<file path="src/inc/ccz_pkg.sv">
// Shared constants for the counter reload and zero-detect control pair.
`default_nettype none

package ccz_pkg;

    // Width of one decade counter stage.
    localparam int unsigned DIGIT_W = 4;

    // Documented chain and prescaler defaults.
    localparam int unsigned STAGES_DEF = 8;
    localparam int unsigned PRESC_M_DEF = 10;
    localparam int unsigned PRESC_W = 8;
    localparam int unsigned PERIOD_W = 16;

    // Decade codes.
    localparam logic [DIGIT_W-1:0] DIGIT_ZERO = 4'h0;
    localparam logic [DIGIT_W-1:0] DIGIT_NINE = 4'h9;
    localparam logic [DIGIT_W-1:0] TWO_STATE = 4'h2;

    // Pin levels.
    localparam logic LOAD_IDLE = 1'b1;
    localparam logic LOAD_ACTIVE = 1'b0;
    localparam logic QUAL_ON = 1'b1;
    // Reset level of the decode, clear and latch flags.
    localparam logic FLAG_CLEAR = 1'b0;

    // Clock rates in hertz; the chain must never be ticked faster.
    localparam int unsigned MCLK_HZ = 20_000_000;
    localparam int unsigned CHAIN_MAX_HZ = 25_000_000;

    // Fewest prescaler ticks between loads that a legal ratio gives.
    localparam logic [PERIOD_W-1:0] MIN_LOAD_TICKS = 16'h0003;

    // Measurement counter start and step.
    localparam logic [PERIOD_W-1:0] PERIOD_ONE = 16'h0001;
    localparam logic [PERIOD_W-1:0] PERIOD_ZERO = 16'h0000;

endpackage

`default_nettype wire

</file>
<file path="src/inc/ccz_link_if.sv">
// Link between the control logic and the counter chain with prescaler.
`default_nettype none

interface ccz_link_if (
    input wire logic mclk,
    input wire logic sys_rst
);
    // Prescaler output edge, one mclk cycle wide.
    logic                            presc_tick;
    // Chain side decode inputs.
    logic                            chain_bus_data_input;
    logic [ccz_pkg::DIGIT_W-1:0]     two_state_decode_inputs_n;
    logic [ccz_pkg::DIGIT_W-1:0]     zero_detect_inputs;
    logic                            zero_detect_qualifier;
    // Control side outputs.
    logic                            load_n;
    logic                            decode_flop_true_output;
    logic                            zero_latch_output;
    logic                            latch_clear_output;

    modport dev (
        input  mclk,
        input  sys_rst,
        input  presc_tick,
        input  chain_bus_data_input,
        input  two_state_decode_inputs_n,
        input  zero_detect_inputs,
        input  zero_detect_qualifier,
        output load_n,
        output decode_flop_true_output,
        output zero_latch_output,
        output latch_clear_output
    );

    modport chain (
        input  mclk,
        input  sys_rst,
        output presc_tick,
        output chain_bus_data_input,
        output two_state_decode_inputs_n,
        output zero_detect_inputs,
        output zero_detect_qualifier,
        input  load_n,
        input  decode_flop_true_output,
        input  zero_latch_output,
        input  latch_clear_output
    );
endinterface

`default_nettype wire

</file>
<file path="src/ccz_ctl.sv">
// Control end: early-decode load flop and zero-detect latch with clear.
`default_nettype none

module ccz_ctl #(
    parameter int unsigned PERIOD_W = ccz_pkg::PERIOD_W
) (
    // Link to the counter chain.
    ccz_link_if.dev                 lnk,
    // Divided output, a copy of the load pulse.
    output logic                    div_out,
    // Prescaler modulus now selected: high for M.
    output logic                    prescale_mod_m,
    // Measured division ratio in input clock cycles.
    output logic [PERIOD_W-1:0]     ratio_cycles,
    // Measured prescaler ticks between loads.
    output logic [PERIOD_W-1:0]     ratio_ticks,
    // High once one full cycle has been measured.
    output logic                    ratio_valid,
    // High while the last cycle was shorter than any legal ratio.
    output logic                    ratio_short
);
    localparam int unsigned DW = ccz_pkg::DIGIT_W;

    // The prescaler must keep the chain below its own ceiling.
    localparam bit RATE_OK =
        ccz_pkg::MCLK_HZ <= ccz_pkg::CHAIN_MAX_HZ;

    // True when the bus node reads high and every decode input reads low.
    function automatic logic flop_data_high(
        input logic          bus_node,
        input logic [DW-1:0] decode_n
    );
        return bus_node && (decode_n == '0);
    endfunction

    // True when the zero-detect latch should set.
    function automatic logic zero_seen(
        input logic          qualifier,
        input logic [DW-1:0] zero_in
    );
        return qualifier && (zero_in == '0);
    endfunction

    // Decode flop and latch state.
    // The load flop is active low like the pin that it drives.
    logic                decode_true;
    logic                decode_load_n;
    logic                clear_pulse;
    logic                zero_latch;

    // Ratio measurement state.
    logic [PERIOD_W-1:0] cyc_cnt;
    logic [PERIOD_W-1:0] tick_cnt;
    logic                seen_load;

    // Capture needs the bus node and the two state together.
    wire logic capture = flop_data_high(lnk.chain_bus_data_input,
                                        lnk.two_state_decode_inputs_n);

    // The decode and clear flops move only on the prescaler edge.
    wire logic edge_en = lnk.presc_tick && RATE_OK;

    // Next state of the decode flop outputs.
    // The load is taken one edge early, so the chain reloads while the
    // lowest stage passes through one and never stalls at zero.
    wire logic next_true = edge_en ? capture : decode_true;
    wire logic next_load = edge_en ? !capture : decode_load_n;

    // The clear path follows the true output by one edge.
    // It is a flop, not a gate, so it cannot glitch the latch.
    wire logic next_clear = edge_en ? decode_true : clear_pulse;

    // A set in the same cycle as a clear wins.
    // Without that, a swallow count of zero would be lost at reload.
    wire logic set_latch = zero_seen(lnk.zero_detect_qualifier,
                                     lnk.zero_detect_inputs);
    wire logic next_latch = set_latch || (zero_latch && !clear_pulse);

    // A new load cycle starts on the edge that pulls the load low.
    wire logic load_start = edge_en && capture &&
                            (decode_load_n == ccz_pkg::LOAD_IDLE);

    // Saturating measurement steps, so a stalled chain reads full scale
    // rather than a wrapped small value.
    wire logic cyc_full = (cyc_cnt == '1);
    wire logic tick_full = (tick_cnt == '1);
    wire logic [PERIOD_W-1:0] next_cyc =
        cyc_full ? cyc_cnt : cyc_cnt + ccz_pkg::PERIOD_ONE;
    wire logic [PERIOD_W-1:0] next_tick =
        tick_full ? tick_cnt : tick_cnt + ccz_pkg::PERIOD_ONE;

    // Legal ratios never give fewer than three ticks a cycle.
    wire logic next_short = next_tick < ccz_pkg::MIN_LOAD_TICKS;

    // Early-decode flop, reset to an idle load.
    always_ff @(posedge lnk.mclk) begin
        if (lnk.sys_rst) begin
            decode_true   <= ccz_pkg::FLAG_CLEAR;
            decode_load_n <= ccz_pkg::LOAD_IDLE;
            clear_pulse   <= ccz_pkg::FLAG_CLEAR;
        end else begin
            decode_true   <= next_true;
            decode_load_n <= next_load;
            clear_pulse   <= next_clear;
        end
    end

    // Zero-detect latch, cleared at reset.
    always_ff @(posedge lnk.mclk) begin
        if (lnk.sys_rst) begin
            zero_latch <= ccz_pkg::FLAG_CLEAR;
        end else begin
            zero_latch <= next_latch;
        end
    end

    // Registered copies for the user side.
    always_ff @(posedge lnk.mclk) begin
        if (lnk.sys_rst) begin
            div_out        <= ccz_pkg::LOAD_IDLE;
            prescale_mod_m <= ccz_pkg::FLAG_CLEAR;
        end else begin
            div_out        <= next_load;
            prescale_mod_m <= next_latch;
        end
    end

    // Input clock cycles between the starts of two loads.
    always_ff @(posedge lnk.mclk) begin
        if (lnk.sys_rst) begin
            cyc_cnt <= ccz_pkg::PERIOD_ONE;
        end else if (load_start) begin
            cyc_cnt <= ccz_pkg::PERIOD_ONE;
        end else begin
            cyc_cnt <= next_cyc;
        end
    end

    // Prescaler ticks between the starts of two loads.
    always_ff @(posedge lnk.mclk) begin
        if (lnk.sys_rst) begin
            tick_cnt <= ccz_pkg::PERIOD_ZERO;
        end else if (load_start) begin
            tick_cnt <= ccz_pkg::PERIOD_ZERO;
        end else if (edge_en) begin
            tick_cnt <= next_tick;
        end
    end

    // The first load after reset only arms the measurement, since the
    // cycle before it was cut short by the reset.
    wire logic                next_valid = seen_load;
    wire logic [PERIOD_W-1:0] next_cycles = seen_load ? cyc_cnt
                                                      : ratio_cycles;
    wire logic [PERIOD_W-1:0] next_ticks = seen_load ? next_tick
                                                     : ratio_ticks;
    wire logic                next_short_flag = seen_load && next_short;

    // Publish a measurement once a full cycle lies between two loads.
    always_ff @(posedge lnk.mclk) begin
        if (lnk.sys_rst) begin
            seen_load    <= ccz_pkg::FLAG_CLEAR;
            ratio_valid  <= ccz_pkg::FLAG_CLEAR;
            ratio_cycles <= ccz_pkg::PERIOD_ZERO;
            ratio_ticks  <= ccz_pkg::PERIOD_ZERO;
            ratio_short  <= ccz_pkg::FLAG_CLEAR;
        end else if (load_start) begin
            seen_load    <= 1'b1;
            ratio_valid  <= next_valid;
            ratio_cycles <= next_cycles;
            ratio_ticks  <= next_ticks;
            ratio_short  <= next_short_flag;
        end
    end

    // Load pulse and divided output, one prescaler period low.
    assign lnk.load_n = decode_load_n;
    assign lnk.decode_flop_true_output = decode_true;
    // The zero output is free for a fast stage reset.
    assign lnk.zero_latch_output = zero_latch;
    assign lnk.latch_clear_output = clear_pulse;

endmodule

`default_nettype wire

</file>
<file path="src/flat_wrapper.sv">
// flat-port wrapper written by rule: the top's interface ports become plain ports
module ccz_ctl_flat 
#(
    parameter int unsigned PERIOD_W = ccz_pkg::PERIOD_W
)
  (div_out, prescale_mod_m, ratio_cycles, ratio_ticks, ratio_valid, ratio_short, mclk, sys_rst, lnk_presc_tick, lnk_chain_bus_data_input, lnk_two_state_decode_inputs_n, lnk_zero_detect_inputs, lnk_zero_detect_qualifier, lnk_load_n, lnk_decode_flop_true_output, lnk_zero_latch_output, lnk_latch_clear_output);
  ccz_link_if lnk_i (.mclk(mclk), .sys_rst(sys_rst));
  output logic div_out;
  output logic prescale_mod_m;
  output logic [PERIOD_W-1:0] ratio_cycles;
  output logic [PERIOD_W-1:0] ratio_ticks;
  output logic ratio_valid;
  output logic ratio_short;
  input wire logic mclk;
  input wire logic sys_rst;
  input wire logic [$bits(lnk_i.presc_tick)-1:0] lnk_presc_tick;
  input wire logic [$bits(lnk_i.chain_bus_data_input)-1:0] lnk_chain_bus_data_input;
  input wire logic [$bits(lnk_i.two_state_decode_inputs_n)-1:0] lnk_two_state_decode_inputs_n;
  input wire logic [$bits(lnk_i.zero_detect_inputs)-1:0] lnk_zero_detect_inputs;
  input wire logic [$bits(lnk_i.zero_detect_qualifier)-1:0] lnk_zero_detect_qualifier;
  output wire logic [$bits(lnk_i.load_n)-1:0] lnk_load_n;
  output wire logic [$bits(lnk_i.decode_flop_true_output)-1:0] lnk_decode_flop_true_output;
  output wire logic [$bits(lnk_i.zero_latch_output)-1:0] lnk_zero_latch_output;
  output wire logic [$bits(lnk_i.latch_clear_output)-1:0] lnk_latch_clear_output;
  assign lnk_i.presc_tick = lnk_presc_tick;
  assign lnk_i.chain_bus_data_input = lnk_chain_bus_data_input;
  assign lnk_i.two_state_decode_inputs_n = lnk_two_state_decode_inputs_n;
  assign lnk_i.zero_detect_inputs = lnk_zero_detect_inputs;
  assign lnk_i.zero_detect_qualifier = lnk_zero_detect_qualifier;
  assign lnk_load_n = lnk_i.load_n;
  assign lnk_decode_flop_true_output = lnk_i.decode_flop_true_output;
  assign lnk_zero_latch_output = lnk_i.zero_latch_output;
  assign lnk_latch_clear_output = lnk_i.latch_clear_output;
  ccz_ctl #(.PERIOD_W(PERIOD_W)) u_core (.lnk(lnk_i), .div_out(div_out), .prescale_mod_m(prescale_mod_m), .ratio_cycles(ratio_cycles), .ratio_ticks(ratio_ticks), .ratio_valid(ratio_valid), .ratio_short(ratio_short));
endmodule
</file>
<file path="config.mk">
export PLATFORM = sky130hd
export DESIGN_NAME = ccz_ctl_flat
export DESIGN_NICKNAME = d
export VERILOG_FILES = /design/src/inc/ccz_pkg.sv /design/src/inc/ccz_link_if.sv /design/src/ccz_ctl.sv /design/src/flat_wrapper.sv
export SDC_FILE = /design/constraint.sdc
export NUM_CORES = 1
export LEC_CHECK = 0
export BUFFER_PORTS_ARGS = -buffer_cell sky130_fd_sc_hd__buf_2
export CORE_MARGIN = 2
export CORE_UTILIZATION = 60
export DETAILED_ROUTE_END_ITERATION = 10
export GPL_TIMING_DRIVEN = 0
export PLACE_DENSITY = 0.88
export SLEW_MARGIN = 20
export SYNTH_ARGS = -nofsm -noshare
export SYNTH_HDL_FRONTEND = slang
export SYNTH_SLANG_ARGS = --single-unit
</file>
<file path="constraint.sdc">
create_clock -name mclk -period 6 [get_ports mclk]
set_clock_uncertainty 0.05 [all_clocks]
set_input_delay 0.3 -clock mclk [delete_from_list [all_inputs] [get_ports mclk]]
set_output_delay 0.3 -clock mclk [all_outputs]
set_load 0.05 [all_outputs]
</file>
==> key figures, run 1 <==
Outcome
  – Status: complete, no violations

Critical path
  – CP Launch Type: flip-flop
  – Worst setup path class: reg2reg
  – CP endpoint kind: flip-flop
  – Worst r2r src: u_core.tick_cnt[0]
  – Crit path from: u_core.tick_cnt[0]
  – Worst endpoint required time: 6.23 ns
  – R2R Path End: u_core.ratio_short
  – Crit path DAT: around 2.8 ns
  – Worst R2R Path Depth: 8
  – Worst R2R Setup Slack: ~3.4 ns
  – Critical path endpoint: u_core.ratio_short
  – Critical path peak fanout: 8

Floorplan
  – Row count: 27
  – Initial core utilization: 61.56%
  – DIE AREA: 6194 um2
  – IO Count: 53
  – Die H: 78.70 um
  – Chip Width: 78.70 um
  – Core area: 5439 um2

Yosys
  – Synth Flop Type: dfxtp_1
  – Syn_area_per_cell: 8.392 um2
  – Synth Warn #: 0
  – Netlist Area Pre-Place: 3348 um2
  – Post-Syn Nets: 414
  – Syn Inst Count: 399
  – Yosys cell types: 48
  – Post-synth ARST share: 0%
  – Number of synthesized register bits: a little over 70
  – Post-synthesis sequential area ratio: between 40% and 50%
  – EDFF count, synth: 0

STA
  – TNS Setup: 0 ns
  – Worst Tran Pin Value: 0.6091 ns
  – RSZ-0062 raised after global routing: false
  – Final-report setup violation count: 0
  – Final worst-path cycle share: 43.18%
  – Setup WS post-layout: between 3 and 4 ns
  – Tmin final: about 2.6 ns
  – FMAX: 0.3860 GHz
  – Final hold vios: 0
  – Final max-slew violation count: 0
  – Max-slew headroom: 58.34%

Drt
  – Drt drc: 0
  – Vias: about 3,100
  – WL/cell: between 15 and 20 um
  – Antenna viol nets, final: 0
  – Vias/cell: roughly 5.8
  – Post-Route WL: 8.323 mm
  – Pre-antenna DRT Iters: 5
  – 1st-iter DRT viols: 199

Cells and area
  – Final nets: between 400 and 500
  – Multi-input logic area: around 1700 um2
  – Layout cell share with drive strength beyond 1: 19.96%
  – Ant. Diodes: 0
  – Register area: ~1400 um2
  – Layout fillers: 427
  – Core Util, Final: 72.00%
  – Post-route non-filler standard cell count: 538
  – P&R area growth vs syn: 16.97%

Placement
  – Dpl ws: 3.472 ns
  – DP HPWL: roughly 5.9 mm
  – Inst Count DP: 522
  – IO buf count: 51
  – RD Place Congestion: around 0.96

Clocking
  – CTS root buf: clkbuf_8
  – CTS tree: built
  – Clock sink count: just over 70
  – TritonCTS Buffers: 9
  – Postcts setup bufs: 0
  – H-tree depth: 3
  – CTS resizes: 0
  – CTS clk-pin slew, worst paths: around 0.070 ns
  – CTS Hold Bufs: 0
  – Worst-Skew Late Latency: between 0.3 and 0.4 ns
  – Maximum clock insertion buffer count: 2

Global routing
  – Largest net degree at the start of global routing: 13
  – GRT Overall Usage: 27.64%
  – Global-route wire length before repair: 13.37 mm
  – Congestion Overflow GR: 0
  – Vias in the first global route: 2,891
  – Initial antenna violation count: 0

Hold path
  – HP Class: in2reg

Power and ir drop
  – P_leak: 1.554 nW
  – Maximum vdd drop: approximately 0.17 mV
  – Power Density: 243.6 nW/um2

Job
  – Max cap viols: 0
## worst max-delay path: stages (launching register included)
cell and delay, ns:
dfxtp_1 0.50, ha_1 0.20, clkbuf_2 0.17, and4_2 0.35, and3_2 0.23, mux2i_1 0.20
nand4b_1 0.11, or4_1 0.57, o22ai_2 0.14
## layer usage
metal / share of wire [%] / up-vias / GRT usage [%]
li1: - / 1494 / -
met1: 43 / 1449 / 34.38
met2: 47 / 148 / 45.04
met3: 7.6 / 18 / 6.591
met4: 2.3 / 0 / 13.51
met5: 0 / - / 0
## worst min-delay path by stage
| stage | from | to | slack, ns | cells past startpoint |
|---|---|---|---|---|
| finish | lnk_zero_detect_qualifier | u_core.lnk.zero_latch_output | 0.13 | 3 |
| global route | lnk_zero_detect_qualifier | u_core.lnk.zero_latch_output | 0.18 | 3 |
| CTS | lnk_zero_detect_qualifier | u_core.lnk.zero_latch_output | 0.13 | 3 |
| detailed placement | u_core.ratio_cycles[5] | u_core.ratio_cycles[5] | 0.40 | 2 |
| global placement | u_core.ratio_cycles[6] | u_core.ratio_cycles[6] | 0.39 | 2 |
| floorplan | lnk_zero_detect_qualifier | u_core.lnk.zero_latch_output | 0.39 | 2 |
## where the power goes
part | internal [W] | leakage (nW) | switching, W | total (W)
sequential | 0.000476 | 0.573 | 0.00000775 | 0.000483
combinational | 0.0000155 | 0.871 | 0.0000267 | 0.0000422
clock | 0.000246 | 0.110 | 0.000183 | 0.000428
## registers in the layout, summed over array words and instances (netlist names), 16 cells and up
name and count:
u_core.ratio_ticks 16, u_core.cyc_cnt 16, u_core.ratio_cycles 16, u_core.tick_cnt 16
## metrics by stage
step                total power (W)  hold slack [ns]  cell area, um2
floorplan                 0.0005195           0.3894            3348
global placement          0.0005334           0.3912            3694
detailed placement        0.0005352           0.3966            3694
CTS                       0.0009544           0.1251            3916
global route              0.0009791           0.1767            3916
finish                    0.0009541           0.1256            3916
## cell usage after synthesis, drive strengths merged (6+ instances only)
| cell | instances | share of area, % |
|---|---|---|
| buf | 8 | 2.1 |
| nand4 | 10 | 2.5 |
| inv | 6 | 0.67 |
| nand3 | 20 | 3.1 |
| xor2 | 16 | 4.2 |
| and4 | 8 | 2.2 |
| and3 | 6 | 1.2 |
| dfxtp | 71 | 42 |
| nor2 | 49 | 5.6 |
| nand2 | 64 | 7.2 |
| xnor2 | 11 | 2.9 |
| nand2b | 7 | 1.3 |
| mux2i | 10 | 3.0 |
| a211oi | 8 | 1.8 |
| a21oi | 34 | 5.1 |
| clkbuf | 20 | 3.0 |
| nor3 | 7 | 1.0 |
| o21ai | 11 | 1.6 |
## logic make-up after synthesis
logic type,count (synthesis),synth area share (%)
AND/OR/NAND/NOR,186,27.99
multiplexers,12,3.662
AO/OA/AOI/OAI,67,12.41
flip-flops,71,42.45
adder cells (fa/ha/maj),2,0.7473
buffers and inverters,34,5.680
XOR/XNOR,27,7.063
## area by class of cell
cell class	instances	share of cell area (%)
Clock buffer	11	3.610
Clock inverter	5	2.077
Sequential cell	71	36.29
Buffer	28	4.281
Inverter	6	0.5751
Multi-Input combinational cell	294	44.35
Timing Repair Buffer	51	6.518
Tap cell	72	2.300
## placed cells by master (no fill, tap or decap), types with 3 or more instances in the layout
cell type / count
buf_4: 4
a21oi_1: 34
xnor2_1: 11
nor3_1: 7
nand4_1: 8
and2_1: 3
nand2b_1: 7
nand3_1: 19
clkbuf_8: 12
a211oi_1: 8
buf_6: 3
inv_1: 6
nor2b_1: 3
nor2_1: 48
xor2_1: 16
o31ai_1: 3
clkbuf_2: 3
buf_2: 52
a31oi_1: 4
dfxtp_1: 71
and4_1: 6
o21ai_0: 11
nand2_1: 64
and3_1: 5
clkbuf_1: 16
mux2i_1: 10
(Power assumes the default switching activity.)
==> run 2, diff against run 1 <==
--- a/config.mk
+++ b/config.mk
@@ -7,10 +7,10 @@
 export LEC_CHECK = 0
 export BUFFER_PORTS_ARGS = -buffer_cell sky130_fd_sc_hd__buf_2
 export CORE_MARGIN = 2
-export CORE_UTILIZATION = 60
+export CORE_UTILIZATION = 56
 export DETAILED_ROUTE_END_ITERATION = 10
 export GPL_TIMING_DRIVEN = 0
-export PLACE_DENSITY = 0.88
+export PLACE_DENSITY = 0.83
 export SLEW_MARGIN = 20
 export SYNTH_ARGS = -nofsm -noshare
 export SYNTH_HDL_FRONTEND = slang
==> constraint.sdc (replaced) <==
create_clock -name mclk -period 2.6 [get_ports mclk]
set_clock_uncertainty 0.05 [all_clocks]
set_input_delay 0.13 -clock mclk [delete_from_list [all_inputs] [get_ports mclk]]
set_output_delay 0.13 -clock mclk [all_outputs]
set_load 0.05 [all_outputs]
==> run 2 against run 1 <==
Global-route usage is 1.6 points lower. Utilization decreased by 5.0 points. Combinational power increased by 130%. Clock power up 110%. Sequential power rose by 130%. Non-clock buffer count is 3 higher. Clock-buffer cell count decreased by 1. First-iteration DRC count decreased by 21%. Sequential share of layout area hardly changed. Worst setup slack worse by 3.2 ns. Via count is 2.9% lower.
==> key figures, run 2 (synthesis gave the netlist of run 1 again) <==
Outcome
  – Status: complete, no violations

Critical path
  – Worst setup path class: reg2reg
  – CP delay by family, top: simple AND/OR/NAND/NOR gates
  – Crit path cell chain: ha_1, clkbuf_2, and4_2, and3_2, mux2i_1, nand4b_1, or4_1, o22ai_2
  – Crit-path max cell delay: 0.56 ns
  – Worst path bufs/invs: 1
  – CP endpoint kind: flip-flop
  – Crit path DAT: 2.66 ns
  – Slowest library cell on the worst path: or4_1
  – Worst endpoint required time: 2.82 ns
  – Critical path peak fanout: 8
  – CP Launch Type: flip-flop

Clocking
  – TritonCTS Buffers: 9
  – Maximum clock insertion buffer count: 2
  – CTS root buf: clkbuf_8
  – Worst-Skew Late Latency: 0.35 ns
  – CTS clk-pin slew, worst paths: 0.08 ns
  – Clock sink count: 71
  – CTS tree: built
  – H-tree depth: 3

STA
  – Final hold vios: 0
  – FMAX: 0.4110 GHz
  – Tmin final: 2.433 ns
  – Final worst-path cycle share: 93.57%
  – Max-slew headroom: a little under three fifths
  – Worst Tran Pin Value: 0.6430 ns
  – RSZ-0062 raised after global routing: false
  – Final-report setup violation count: 0
  – TNS Setup: 0 ns
  – Final max-slew violation count: 0

Cells and area
  – Final nets: about 480
  – P&R area growth vs syn: 17.12%
  – Most frequent cells in the layout: 70 x dfxtp_1, 64 x nand2_1, 52 x buf_2
  – Commonest non-fill, non-tap cell in the layout: dfxtp_1
  – Ant. Diodes: 0
  – Layout cell share with drive strength beyond 1: 20.68%

Drt
  – 1st-iter DRT viols: 157
  – Antenna viol nets, final: 0
  – Post-Route WL: 7.865 mm
  – Pre-antenna DRT Iters: 5
  – Vias: slightly above 3,000
  – Drt drc: 0
  – Vias/cell: around 5.5
  – WL/cell: around 14 um

Job
  – Max cap viols: 0

Floorplan
  – Core area: a little under 6000 um2
  – Row count: 28
  – Chip Width: 81.33 um
  – Initial core utilization: 57.23%
  – IO Count: 53
  – Die H: 81.33 um
  – DIE AREA: between 6000 and 7000 um2

Power and ir drop
  – Total Power: 0.002093 W
  – P_leak: around 1.6 nW
  – Power Density: roughly 530 nW/um2
  – Maximum vdd drop: 0.3251 mV

Global routing
  – Largest net degree at the start of global routing: 13
  – Global-route wire length before repair: ~13 mm
  – GRT Overall Usage: 25.99%
  – Initial antenna violation count: 0
  – Congestion Overflow GR: 0
  – Vias in the first global route: 2,822

Placement
  – RD Place Congestion: 0.9068
  – DP HPWL: 5.614 mm
  – IO buf count: 51

Hold path
  – HP Class: in2reg
## run 2: worst paths after layout
check | to | startpoint | cells after the start | slack [ns]
hold / removal | u_core.lnk.decode_flop_true_output | lnk_two_state_decode_inputs_n[2] | 4 | 0.05
setup reg to reg | u_core.ratio_short | u_core.tick_cnt[1] | 8 | 0.17
setup / recovery | u_core.ratio_short | u_core.tick_cnt[1] | 8 | 0.17
hold reg to reg | u_core.ratio_cycles[7] | u_core.ratio_cycles[7] | 2 | 0.40
## run 2: metal layers
metal | global-route usage [%] | vias up | part of all wire (%)
li1 | - | 1502 | -
met1 | 30.58 | 1392 | 42
met2 | 44.43 | 106 | 49
met3 | 4.556 | 19 | 6.6
met4 | 14.58 | 0 | 2.5
met5 | 0 | - | 0
## run 2: layout make-up
| type | instances | area (um2) |
|---|---|---|
| fill | 510 | 1929 |
| multi-input combinational | 294 | 1737 |
| sequential | 71 | 1423 |
| timing repair buffer | 54 | 280.3 |
| buffer | 28 | 167.7 |
| clock buffer | 10 | 137.6 |
| tap | 75 | 93.84 |
| clock inverter | 6 | 60.06 |
| inverter | 6 | 22.52 |
## run 2: power by group
group,switching [W],total (W),internal [W]
registers,0.0000156,0.00111,0.00110
logic,0.0000613,0.0000980,0.0000367
clock network,0.000418,0.000881,0.000464
## run 2: per-stage QoR
step	instance area, um2	worst slack, ns	std cells	utilization, %	hold slack [ns]
after floorplan	3348	0.3547	399	-	0.2194
after global placement	3697	0.1127	525	63.20	0.3126
after detailed placement	3697	0.1012	525	63.20	0.3196
after CTS	3905	0.07002	542	66.75	0.04255
after global routing	3921	0.08596	544	67.02	0.08433
final	3921	0.1671	544	67.02	0.05304
## run 2: repair_timing
action | 4_1_cts | 5_1_grt
resized for setup | 0 | 1
setup endpoints to repair | 0 | 1
hold buffers | 1 | 0
hold endpoints to repair | 1 | 0
setup buffers | 0 | 2
## run 2: worst register-to-register path, cell delays in order (launching register included)
cell	delay, ns
dfxtp_1	0.41
ha_1	0.17
clkbuf_2	0.17
and4_2	0.35
and3_2	0.23
mux2i_1	0.19
nand4b_1	0.10
or4_1	0.56
o22ai_2	0.13
